## src/hdl/sdam_regs.vh

```
`ifndef SDAM_REGS_VH
`define SDAM_REGS_VH
// command codes {cs_n, ras_n, cas_n, we_n}
`define SDAM_CMD_ACTIVE      4'h3
`define SDAM_CMD_READ        4'h5
`define SDAM_CMD_WRITE       4'h4
`define SDAM_CMD_PRECHARGE   4'h2
`define SDAM_CMD_LOAD_MODE   4'h0
// field positions
`define SDAM_SCOPE_BIT       10
`define SDAM_LANE_BITS       8
// read mask to high-z latency, clocks
`define SDAM_RD_MASK_LAT     2
// reset values
`define SDAM_MODE_RST        14'h0000
`define SDAM_ROW_RST         14'h0000
`define SDAM_COL_RST         14'h0000
`define SDAM_BANK_RST        2'h0
`define SDAM_AUTO_PRE_RST    1'h0
`endif

```

## src/hdl/sdam_lane.v

```verilog
`timescale 1ns/10ps
// one byte lane: write masking and delayed read output disable
module sdam_lane #(
    parameter LAT = 2
) (
    input  wire       ref_clk,
    input  wire       sys_rst,
    input  wire       mask,
    input  wire       wr_slot,
    input  wire       rd_slot,
    input  wire [7:0] wr_byte,
    input  wire [7:0] old_byte,
    output reg  [7:0] new_byte,
    output wire       out_en
);
    reg [LAT-1:0] rd_hiz_q;

    // masked write keeps the stored byte
    always @* begin
        if (wr_slot && mask)
            new_byte = old_byte;
        else
            new_byte = wr_byte;
    end

    // mask sampled now reaches the drivers LAT clocks later; LAT >= 2
    always @(posedge ref_clk or posedge sys_rst) begin
        if (sys_rst)
            rd_hiz_q <= {LAT{1'h1}};
        else
            rd_hiz_q <= {rd_hiz_q[LAT-2:0], mask};
    end

    assign out_en = rd_slot & ~rd_hiz_q[LAT-1];
endmodule

```

## src/hdl/sdam_decode.v

```verilog
// Operation
// - a byte mask high during a write leaves that stored byte unchanged.
// - a byte mask high during a read floats that lane two clocks later.
// - in the 16-bit organisation low mask is bits 7..0, high is 15..8.
// - in the 32-bit organisation mask bit n governs data byte n.
// - bank select names the bank for active, read, write and precharge.
// - bank select is ignored when precharge has the scope bit high.
// - active takes the row, read or write the column and auto precharge.
// - precharge closes all banks with scope high, else the selected bank.
// - load mode register takes its op-code from the address inputs.
// - every input is sampled on the rising clock edge; the write mask, the write command pins, wr_data, old_data, rd_slot and sys_rst act without a clock edge.
// - with chip select high the command is ignored.
`timescale 1ns/10ps
`include "sdam_regs.vh"
module sdam_decode #(
    parameter DQ_W   = 32,
    parameter ADDR_W = 14
) (
    input  wire                 ref_clk,
    input  wire                 sys_rst,
    input  wire                 cs_n,
    input  wire                 ras_n,
    input  wire                 cas_n,
    input  wire                 we_n,
    input  wire                 bank_select_bit0,
    input  wire                 bank_select_bit1,
    input  wire [ADDR_W-1:0]    addr,
    input  wire [DQ_W/8-1:0]    byte_mask,
    input  wire [DQ_W-1:0]      wr_data,
    input  wire [DQ_W-1:0]      old_data,
    input  wire                 rd_slot,
    output wire [DQ_W-1:0]      merged_data,
    output wire [DQ_W/8-1:0]    dq_oe,
    output reg  [ADDR_W-1:0]    mode_q,
    output reg  [ADDR_W-1:0]    row_q,
    output reg  [ADDR_W-1:0]    col_q,
    output reg  [1:0]           bank_q,
    output reg                  auto_pre_q,
    output reg                  act_q,
    output reg                  rd_q,
    output reg                  wr_q,
    output reg  [3:0]           close_q
);
    localparam NL = DQ_W / `SDAM_LANE_BITS;
    localparam NB = 4;
    // x16 parts build with DQ_W = 16: two lanes, low then high

    // command word, chip select in the top bit
    wire [3:0]        cmd;
    wire [1:0]        bank;
    wire              scope;
    wire              is_wr;
    wire              is_pre;
    wire              wr_slot;
    wire [NB-1:0]     bank_hot;
    wire [NB-1:0]     close_d;

    // next values
    reg  [ADDR_W-1:0] mode_d;
    reg  [ADDR_W-1:0] row_d;
    reg  [ADDR_W-1:0] col_d;
    reg  [1:0]        bank_d;
    reg               auto_pre_d;
    reg               act_d;
    reg               rd_d;
    reg               wr_d;

    assign cmd   = {cs_n, ras_n, cas_n, we_n};
    assign bank  = {bank_select_bit1, bank_select_bit0};
    assign scope = addr[`SDAM_SCOPE_BIT];

    // codes carry cs_n, so a deselected cycle never matches
    assign is_wr  = (cmd == `SDAM_CMD_WRITE);
    assign is_pre = (cmd == `SDAM_CMD_PRECHARGE);

    // write slot is the write command cycle and the cycle after it (wr_q)
    assign wr_slot = is_wr | wr_q;

    // lane n: bit n of the mask; for x16 low=0 high=1
    genvar i;
    generate
        for (i = 0; i < NL; i = i + 1) begin : g_lane
            sdam_lane #(
                .LAT (`SDAM_RD_MASK_LAT)
            ) u_lane (
                .ref_clk  (ref_clk),
                .sys_rst  (sys_rst),
                .mask     (byte_mask[i]),
                .wr_slot  (wr_slot),
                .rd_slot  (rd_slot),
                .wr_byte  (wr_data[i*`SDAM_LANE_BITS +: `SDAM_LANE_BITS]),
                .old_byte (old_data[i*`SDAM_LANE_BITS +: `SDAM_LANE_BITS]),
                .new_byte (merged_data[i*`SDAM_LANE_BITS +: `SDAM_LANE_BITS]),
                .out_en   (dq_oe[i])
            );
        end
    endgenerate

    // bank number as one bit per bank
    assign bank_hot = {{(NB-1){1'h0}}, 1'h1} << bank;

    // scope high closes every bank whatever the bank pins say
    genvar b;
    generate
        for (b = 0; b < NB; b = b + 1) begin : g_bank
            assign close_d[b] = is_pre & (scope | bank_hot[b]);
        end
    endgenerate

    // address captures hold until their own command comes
    always @* begin
        row_d      = row_q;
        col_d      = col_q;
        bank_d     = bank_q;
        auto_pre_d = auto_pre_q;
        case (cmd)
        `SDAM_CMD_ACTIVE: begin
            row_d  = addr;
            bank_d = bank;
        end
        `SDAM_CMD_READ: begin
            col_d      = addr;
            auto_pre_d = scope;
            bank_d     = bank;
        end
        `SDAM_CMD_WRITE: begin
            col_d      = addr;
            auto_pre_d = scope;
            bank_d     = bank;
        end
        default: begin
            // precharge keeps the last access bank; close_d names the bank from the bank pins
            bank_d = bank_q;
        end
        endcase
    end

    // op-code only moves on a load mode register command
    always @* begin
        mode_d = mode_q;
        case (cmd)
        `SDAM_CMD_LOAD_MODE: begin
            mode_d = addr;
        end
        default: begin
            mode_d = mode_q;
        end
        endcase
    end

    // one-cycle strobes for the array side
    always @* begin
        act_d = 1'h0;
        rd_d  = 1'h0;
        wr_d  = 1'h0;
        case (cmd)
        `SDAM_CMD_ACTIVE: begin
            act_d = 1'h1;
        end
        `SDAM_CMD_READ: begin
            rd_d = 1'h1;
        end
        `SDAM_CMD_WRITE: begin
            wr_d = 1'h1;
        end
        default: begin
            act_d = 1'h0;
        end
        endcase
    end

    // row and bank, sampled on the rising edge
    always @(posedge ref_clk or posedge sys_rst) begin
        if (sys_rst) begin
            row_q  <= `SDAM_ROW_RST;
            bank_q <= `SDAM_BANK_RST;
        end else begin
            row_q  <= row_d;
            bank_q <= bank_d;
        end
    end

    // column and auto precharge flag
    always @(posedge ref_clk or posedge sys_rst) begin
        if (sys_rst) begin
            col_q      <= `SDAM_COL_RST;
            auto_pre_q <= `SDAM_AUTO_PRE_RST;
        end else begin
            col_q      <= col_d;
            auto_pre_q <= auto_pre_d;
        end
    end

    // mode register
    always @(posedge ref_clk or posedge sys_rst) begin
        if (sys_rst) begin
            mode_q <= `SDAM_MODE_RST;
        end else begin
            mode_q <= mode_d;
        end
    end

    // strobes last one cycle, so a held command repeats them
    always @(posedge ref_clk or posedge sys_rst) begin
        if (sys_rst) begin
            act_q <= 1'h0;
            rd_q  <= 1'h0;
            wr_q  <= 1'h0;
        end else begin
            act_q <= act_d;
            rd_q  <= rd_d;
            wr_q  <= wr_d;
        end
    end

    // close strobes, one bit per bank
    always @(posedge ref_clk or posedge sys_rst) begin
        if (sys_rst) begin
            close_q <= 4'h0;
        end else begin
            close_q <= close_d;
        end
    end
endmodule

```

## config.mk

```make
export PLATFORM = sky130hd
export DESIGN_NAME = sdam_decode
export DESIGN_NICKNAME = d
export VERILOG_FILES = /design/src/hdl/sdam_lane.v /design/src/hdl/sdam_decode.v
export VERILOG_INCLUDE_DIRS = /design/src /design/src/hdl
export SDC_FILE = /design/constraint.sdc
export NUM_CORES = 1
export LEC_CHECK = 0
export ABC_CLOCK_PERIOD_IN_PS = 1320
export BUFFER_PORTS_ARGS = -buffer_cell sky130_fd_sc_hd__buf_4
export CAP_MARGIN = 20
export CORE_MARGIN = 10
export CORE_UTILIZATION = 37
export CTS_BUF_LIST = sky130_fd_sc_hd__clkbuf_16
export DETAILED_ROUTE_END_ITERATION = 16
export MAX_ROUTING_LAYER = met4
export PLACE_DENSITY_LB_ADDON = 0.25
export SETUP_SLACK_MARGIN = 0.02
export SYNTH_ARGS = -nofsm -noshare
export SYNTH_HDL_FRONTEND = slang
export SYNTH_SLANG_ARGS = --single-unit
```

## constraint.sdc

```tcl
create_clock -name ref_clk -period 1.32 [get_ports ref_clk]
set_input_delay 0 -clock ref_clk [delete_from_list [all_inputs] [get_ports ref_clk]]
set_output_delay 0 -clock ref_clk [all_outputs]
set_load 0.02 [all_outputs]
```

==> summary.md, run 1 <==
| Metric | Value |
|---|---|
| Outcome | `finished with violations` |
| Violated checks | `negative setup slack` |
| Unrepaired setup endpoints after global routing | `yes` |
| FF/Latch Area | `0.001488 sq mm` |
| Core Rows | `30` |
| Worst hold-check path type | `input port to flip-flop` |
| Die area | `0.01083 sq mm` |
| Post-route ant nets | `0` |
| Kind of critical path | `flip-flop to output pin` |
| Cells after DPL | `roughly 450` |
| CP Data Required Time | `~1300 ps` |
| Core area | `0.006832 sq mm` |
| Area share of fa/ha/maj cells after synthesis | `0%` |
| Final nets | `475` |
| Bufs on Longest Clock Path | `2` |
| Post-synthesis sequential area ratio | `56.84%` |
| Crit path max fanout | `8` |
| H-tree depth | `3` |
| Reg clk slew, reported paths | `50 ps` |
| Inserted Diodes | `0` |
| Leakage | `2.422 nW` |
| Total grt overflow | `0` |
| RePlAce Congestion | `~0.83` |
| HPWL after DPL | `just over 7000 um` |
| Num ports | `about 180` |
| Post-Syn Area | `~0.0026 sq mm` |
| Max-slew violations | `0` |
| CP startpoint | `wr_q` |
| Distinct cells, synth | `19` |
| Pwr/cell area | `1317 mW/mm^2` |
| HP Start | `cas_n` |
| Worst-Skew Late Latency | `310 ps` |
| Dpl cell area | `0.004106 sq mm` |
| CP Launch Type | `flip-flop` |
| First-pass GRT wire length | `14520 um` |
| Max Cap Violations | `0` |
| Total power | `6.410 mW` |
| DRT iter0 DRCs | `50` |
| Synthesis-to-finish area growth | `86.08%` |
| Util after Layout | `a little under three quarters` |
| Synth top area cells | `dfrtp_1 (49%), mux2_2 (33%), dfstp_2 (8.0%), buf_4 (1.7%), o21ai_2 (1.3%)` |
| Via density | `4.647` |
| Tightest Pin Transition | `436.8 ps` |
| Fin cells | `485` |
| Drt wl/cell | `18.88 um` |
| Setup TNS | `-6782 ps` |
| GRT Total Usage | `between 15 and 20%` |
| Synth Area in Simple Gates | `roughly 5.0%` |
| Main combinational cell family by area after synthesis | `multiplexers` |
| I/O Buffers | `178` |
| Worst IR Drop VDD | `712.2 uV` |
| Max transition margin | `70.88%` |
| Fillers | `between 400 and 500` |
| Mux contribution to synthesized area | `32.73%` |
| CTS sink count | `59` |
| CTS tree | `built` |
| Post-route cell area | `~0.0049 sq mm` |
| Final Hold Fails | `0` |
| Final setup viols | `32` |
| FF-to-FF setup slack | `~540 ps` |
| Via count | `between 2000 and 2500` |
| Compound-cell area share of the yosys netlist | `2.105%` |
| Pre-antenna DRT Iters | `4` |
| Share of layout cells above drive strength 1 | `76.61%` |
| Syn nets | `263` |
| Die height | `between 100 and 150 um` |
| Fmax | `approximately 0.65 GHz` |
| Synthesized area per cell | `15.20 sq um` |
| CP arrival | `approximately 1600 ps` |
| Cell taking the most area after synthesis | `dfrtp_1` |
| Worst setup EP type | `output pin` |
| Vias in the first global route | `between 2000 and 3000` |
| Initial Utilization | `38.28%` |
| Root Buffer | `clkbuf_16` |
| Die W | `104.1 um` |
| Crit path time final | `1549 ps` |
| Synthesized instance count | `approximately 170` |
| Synthesis Warnings | `0` |
| Setup Skew | `0.4436 ps` |
| FF-to-FF Start | `col_q[10]` |
| Detailed-route DRC error count | `0` |
| Inserted Clock Buffers | `9` |
| Period utilization | `117.3%` |
| Top cell type's share of synthesized area | `48.80%` |
| Final WS setup | `-228.6 ps` |
| Multi-input gate area | `0.001150 sq mm` |
| XOR/XNOR Fraction of Synth Area | `0%` |
| Routed WL | `9157 um` |
| Seq cells post-synth | `around 60` |
| Largest net degree at the start of global routing | `38` |
| Initial antenna violation count | `0` |
## final cells by class
type                            instances  area share [%]
Timing Repair Buffer                  211           37.16
Clock buffer                            9           4.628
Clock inverter                          7           1.234
Sequential cell                        59           30.57
Multi-Input combinational cell        100           23.63
Tap cell                               96           2.468
Inverter                                3          0.3086
## cell usage in the layout, fill, tap and decap left out, drive strengths merged, types with 2 or more instances in the layout
cell	netlist	routed
nor2b	4	4
clkinv	0	4
buf	10	189
dfstp	8	8
inv	3	3
o21ai	4	4
clkbuf	0	9
nor2	5	5
clkinvlp	0	2
dfrtp	51	51
a21oi	4	4
dlygate4sd3	0	22
mux2	76	76
## cell usage after synthesis
| cell type | count |
|---|---|
| nor3_1 | 1 |
| nor4_4 | 1 |
| o21ai_2 | 4 |
| nand2_1 | 1 |
| inv_1 | 3 |
| buf_4 | 6 |
| nor4b_4 | 1 |
| dfrtp_1 | 51 |
| and2_2 | 1 |
| and4bb_2 | 1 |
| nor2_1 | 5 |
| mux2_2 | 76 |
| buf_6 | 2 |
| nor3b_2 | 1 |
| dfstp_2 | 8 |
| a21oi_1 | 4 |
| buf_1 | 1 |
| buf_2 | 1 |
| nor2b_1 | 4 |
## per-layer routing
layer | vias to the layer above | wire (um) | global-route usage (%)
met4 | 0 | 115 | 4.871
met2 | 108 | 4888 | 30.36
met3 | 9 | 621 | 5.886
li1 | 1039 | - | -
met1 | 1098 | 3531 | 17.67
met5 | - | 0 | -
## worst max-delay path: stages, from the launching register on
cell	delay, ps
dfrtp_2	460
o21ai_2	140
buf_6	150
mux2_2	350
buf_6	130
## final timing paths
| kind | cells past startpoint | end |
|---|---|---|
| min reg2reg | 0 | g_lane[2].u_lane.rd_hiz_q[1] |
| min | 3 | close_q[2] |
| max reg2reg | 1 | col_q[10] |
| min in group asynchronous | 4 | wr_q |
| max | 4 | merged_data[20] |
| max in group asynchronous | 4 | g_lane[3].u_lane.rd_hiz_q[1] |
## flip-flops by register name, indices dropped and copies added, names as in the netlist
name / count
g_lane.u_lane.rd_hiz_q: 8
col_q: 14
row_q: 14
close_q: 4
act_q: 1
bank_q: 2
wr_q: 1
mode_q: 14
rd_q: 1
## where the power goes
| part | internal (mW) | switching [mW] | total (mW) | leakage, nW |
|---|---|---|---|---|
| Clock | 1.43 | 0.734 | 2.17 | 0.144 |
| Sequential | 2.12 | 0.164 | 2.29 | 0.704 |
| Combinational | 1.04 | 0.915 | 1.96 | 1.57 |
## per-stage QoR
stage | hold slack [ps] | setup WS (ps)
6_report | 42.54 | -228.6
5_1_grt | 59.11 | -307.1
4_1_cts | 35.63 | -238.8
3_5_place_dp | 93.09 | 19.65
3_3_place_gp | 83.94 | 21.94
2_1_floorplan | 4.478 | -39.17
## timing repair
action,CTS,global route
pin swaps,4,1
setup endpoints to repair,32,32
setup buffers,1,0
resized for setup,61,2
hold buffers,22,0
endpoints found under the hold margin,104,0
## logic make-up after synthesis
group / Yosys count
mux: 76
flops: 59
simple gates: 16
buf+inv: 13
compound gates: 8
Power figures use the tool's default switching activity.
==> inputs of run 2 (changes only) <==
==> constraint.sdc (replaced) <==
create_clock -name ref_clk -period 1.32 [get_ports ref_clk]
set_input_delay 0.33 -clock ref_clk [delete_from_list [all_inputs] [get_ports ref_clk]]
set_output_delay 0.33 -clock ref_clk [all_outputs]
set_load 0.02 [all_outputs]
==> run 2 against run 1 <==
The flow still finishes with violations (negative setup slack); largest cell class unchanged; count of clock-buffer cells in the layout unchanged; design area decreased by 1.3%; sequential power about the same.
==> summary.md, run 2 (synthesized netlist as in run 1, its figures left out) <==
| Metric | Value |
|---|---|
| CP Data Required Time | `990 ps (-330 ps)` |
| Hold buffer count at CTS | `0 (-100%)` |
| Initial antenna violation count | `0 (unchanged)` |
| Setup Skew | `0.4408 ps (-0.002804 ps)` |
| Crit path max fanout | `8 (unchanged)` |
| Worst setup EP type | `output pin` |
| Violated checks | `negative setup slack` |
| Fin cells | `472 (-2.7%)` |
| Worst r2r path cells | `1 (unchanged)` |
| FF-to-FF setup slack | `540 ps (about the same)` |
| Core Rows | `30 (unchanged)` |
| Via density | `4.693 (+0.98%)` |
| FF-to-FF Start | `mode_q[8]` |
| Total power | `6.388 mW (-0.35%)` |
| Crit path time final | `1874 ps (+325.5 ps)` |
| Unrepaired setup endpoints after global routing | `yes` |
| Worst-Skew Late Latency | `310 ps (about the same)` |
| Final setup viols | `36 (+13%)` |
| Num ports | `179 (unchanged)` |
| Max Cap Violations | `0 (unchanged)` |
| Die area | `0.01083 sq mm (unchanged)` |
| Pwr/cell area | `1330 mW/mm^2 (+0.95%)` |
| Post-route ant nets | `0 (unchanged)` |
| CTS tree | `built` |
| CTS sink count | `59 (unchanged)` |
| Inserted Clock Buffers | `9 (unchanged)` |
| Fillers | `476 (-2.5%)` |
| CP Launch Type | `flip-flop` |
| HPWL after DPL | `7273 um (+2.4%)` |
| Fmax | `0.5336 GHz (-17%)` |
| CP arrival | `1540 ps (about the same)` |
| First-pass GRT wire length | `14550 um (+0.24%)` |
| GRT Total Usage | `17.56% (+0.38 points)` |
| Tightest Pin Transition | `381.4 ps (-55.43 ps)` |
| Period utilization | `142.0% (+25 points)` |
| H-tree depth | `3 (unchanged)` |
| Vias in the first global route | `2671 (-2.1%)` |
| Leakage | `2.412 nW (-0.38%)` |
| Largest net degree at the start of global routing | `29 (-24%)` |
| Drt wl/cell | `19.77 um (+4.7%)` |
| Kind of critical path | `flip-flop to output pin` |
| Root Buffer | `clkbuf_16` |
| Max transition margin | `74.52% (+3.6 points)` |
| Reg clk slew, reported paths | `50 ps (about the same)` |
| Initial Utilization | `38.28% (unchanged)` |
| Via count | `2215 (-1.7%)` |
| Worst hold-check path type | `input port to asynchronous set/reset pin` |
| Total grt overflow | `0 (unchanged)` |
| Inserted Diodes | `0 (unchanged)` |
| Commonest non-fill, non-tap cell in the layout | `buf_4` |
| Detailed-route DRC error count | `0 (unchanged)` |
| Pre-antenna DRT Iters | `4 (unchanged)` |
| Routed WL | `9331 um (+1.9%)` |
| Bufs on Longest Clock Path | `2 (unchanged)` |
| Max-slew violations | `0 (unchanged)` |
| Final Hold Fails | `0 (unchanged)` |
| Outcome | `finished with violations` |
| Share of layout cells above drive strength 1 | `80.85% (+4.2 points)` |
| I/O Buffers | `178 (unchanged)` |
| Final nets | `463 (-2.5%)` |
| Cells after DPL | `454 (+1.8%)` |
| Core area | `0.006832 sq mm (unchanged)` |
| RePlAce Congestion | `0.7593 (-8.2%)` |
| Die height | `104.1 um (unchanged)` |
| Setup TNS | `-17410 ps (-10630 ps)` |
| Worst IR Drop VDD | `551.2 uV (-23%)` |
| Largest regs | `col_q: 14 flops, mode_q: 14 flops, row_q: 14 flops` |
| Post-place setup slack | `-571.7 ps (-591.4 ps)` |
| Synthesis-to-finish area growth | `83.68%` |
| Final WS setup | `-554.1 ps (-325.5 ps)` |
| DRT iter0 DRCs | `49 (-2.0%)` |
| Die W | `104.1 um (unchanged)` |
| Commonest non-fill, non-tap cells in the layout | `buf_4 (154), dfrtp_1 (50), mux2_2 (41), buf_6 (39), mux2_4 (35)` |
| Util after Layout | `70.31% (-0.92 points)` |
| Reg-to-reg endpoint | `mode_q[8]` |
==> run 2: cell types whose count changed in the layout (fill, tap and decap cells not counted), moves of 4 or more <==
cell,change
mux2_2,-8
buf_6,+4
mux2_4,+8
dlygate4sd3_1,-22
==> run 2: cell type report <==
cell class	count	area, sq um	area share (%)
tap	96	120.1	2.501
clock inverter	6	48.80	1.016
inverter	3	15.01	0.3126
clock buffer	9	225.2	4.689
sequential	59	1488	30.97
timing repair buffer	199	1720	35.82
multi-input combinational	100	1186	24.69
==> run 2: how the worst max path moves through the flow <==
stage               cells past startpoint  slack [ps]  startpoint              end
floorplan                               3        -370        wr_q  merged_data[10]
global placement                        7        -560        we_n  merged_data[31]
detailed placement                      7        -570        we_n  merged_data[29]
CTS                                     4        -570        wr_q  merged_data[25]
global route                            4        -620        wr_q  merged_data[19]
finish                                  4        -550        wr_q   merged_data[7]
==> run 2: per-stage QoR <==
step | area, sq um | hold WS (ps)
after floorplan | 2681 | 334.5
after CTS | 4730 | 12.26
after global routing | 4803 | 29.61
after detailed placement | 4235 | 347.2
after global placement | 4235 | 346.0
final | 4803 | 7.012
==> run 2: power breakdown <==
| group | internal (mW) | switching (mW) | leakage, nW |
|---|---|---|---|
| Combinational | 1.06 | 0.919 | 1.57 |
| Sequential | 2.13 | 0.171 | 0.704 |
| Clock | 1.41 | 0.699 | 0.137 |
| Total | 4.60 | 1.79 | 2.41 |
==> run 2: what timing repair did <==
item | 4_1_cts | 5_1_grt
pin swaps | 5 | 1
cloned | 0 | 1
endpoints found under the setup margin | 37 | 38
buffers inserted | 1 | 1
gates resized for setup | 54 | 11
==> run 2: layer usage <==
layer / routed length [um] / vias to the layer above / part of all wire [%] / global-route usage (%)
li1: - / 1013 / - / -
met1: 3742 / 1074 / 40 / 19.08
met2: 4810 / 120 / 52 / 29.64
met3: 703 / 8 / 7.5 / 6.196
met4: 74 / 0 / 0.79 / 5.070
met5: 0 / - / 0 / -
==> run 2: worst max-delay path, cell delays in order (launching register included) <==
cell	delay, ps
dfrtp_2	460
o21ai_4	180
buf_12	150
mux2_4	310
buf_6	140
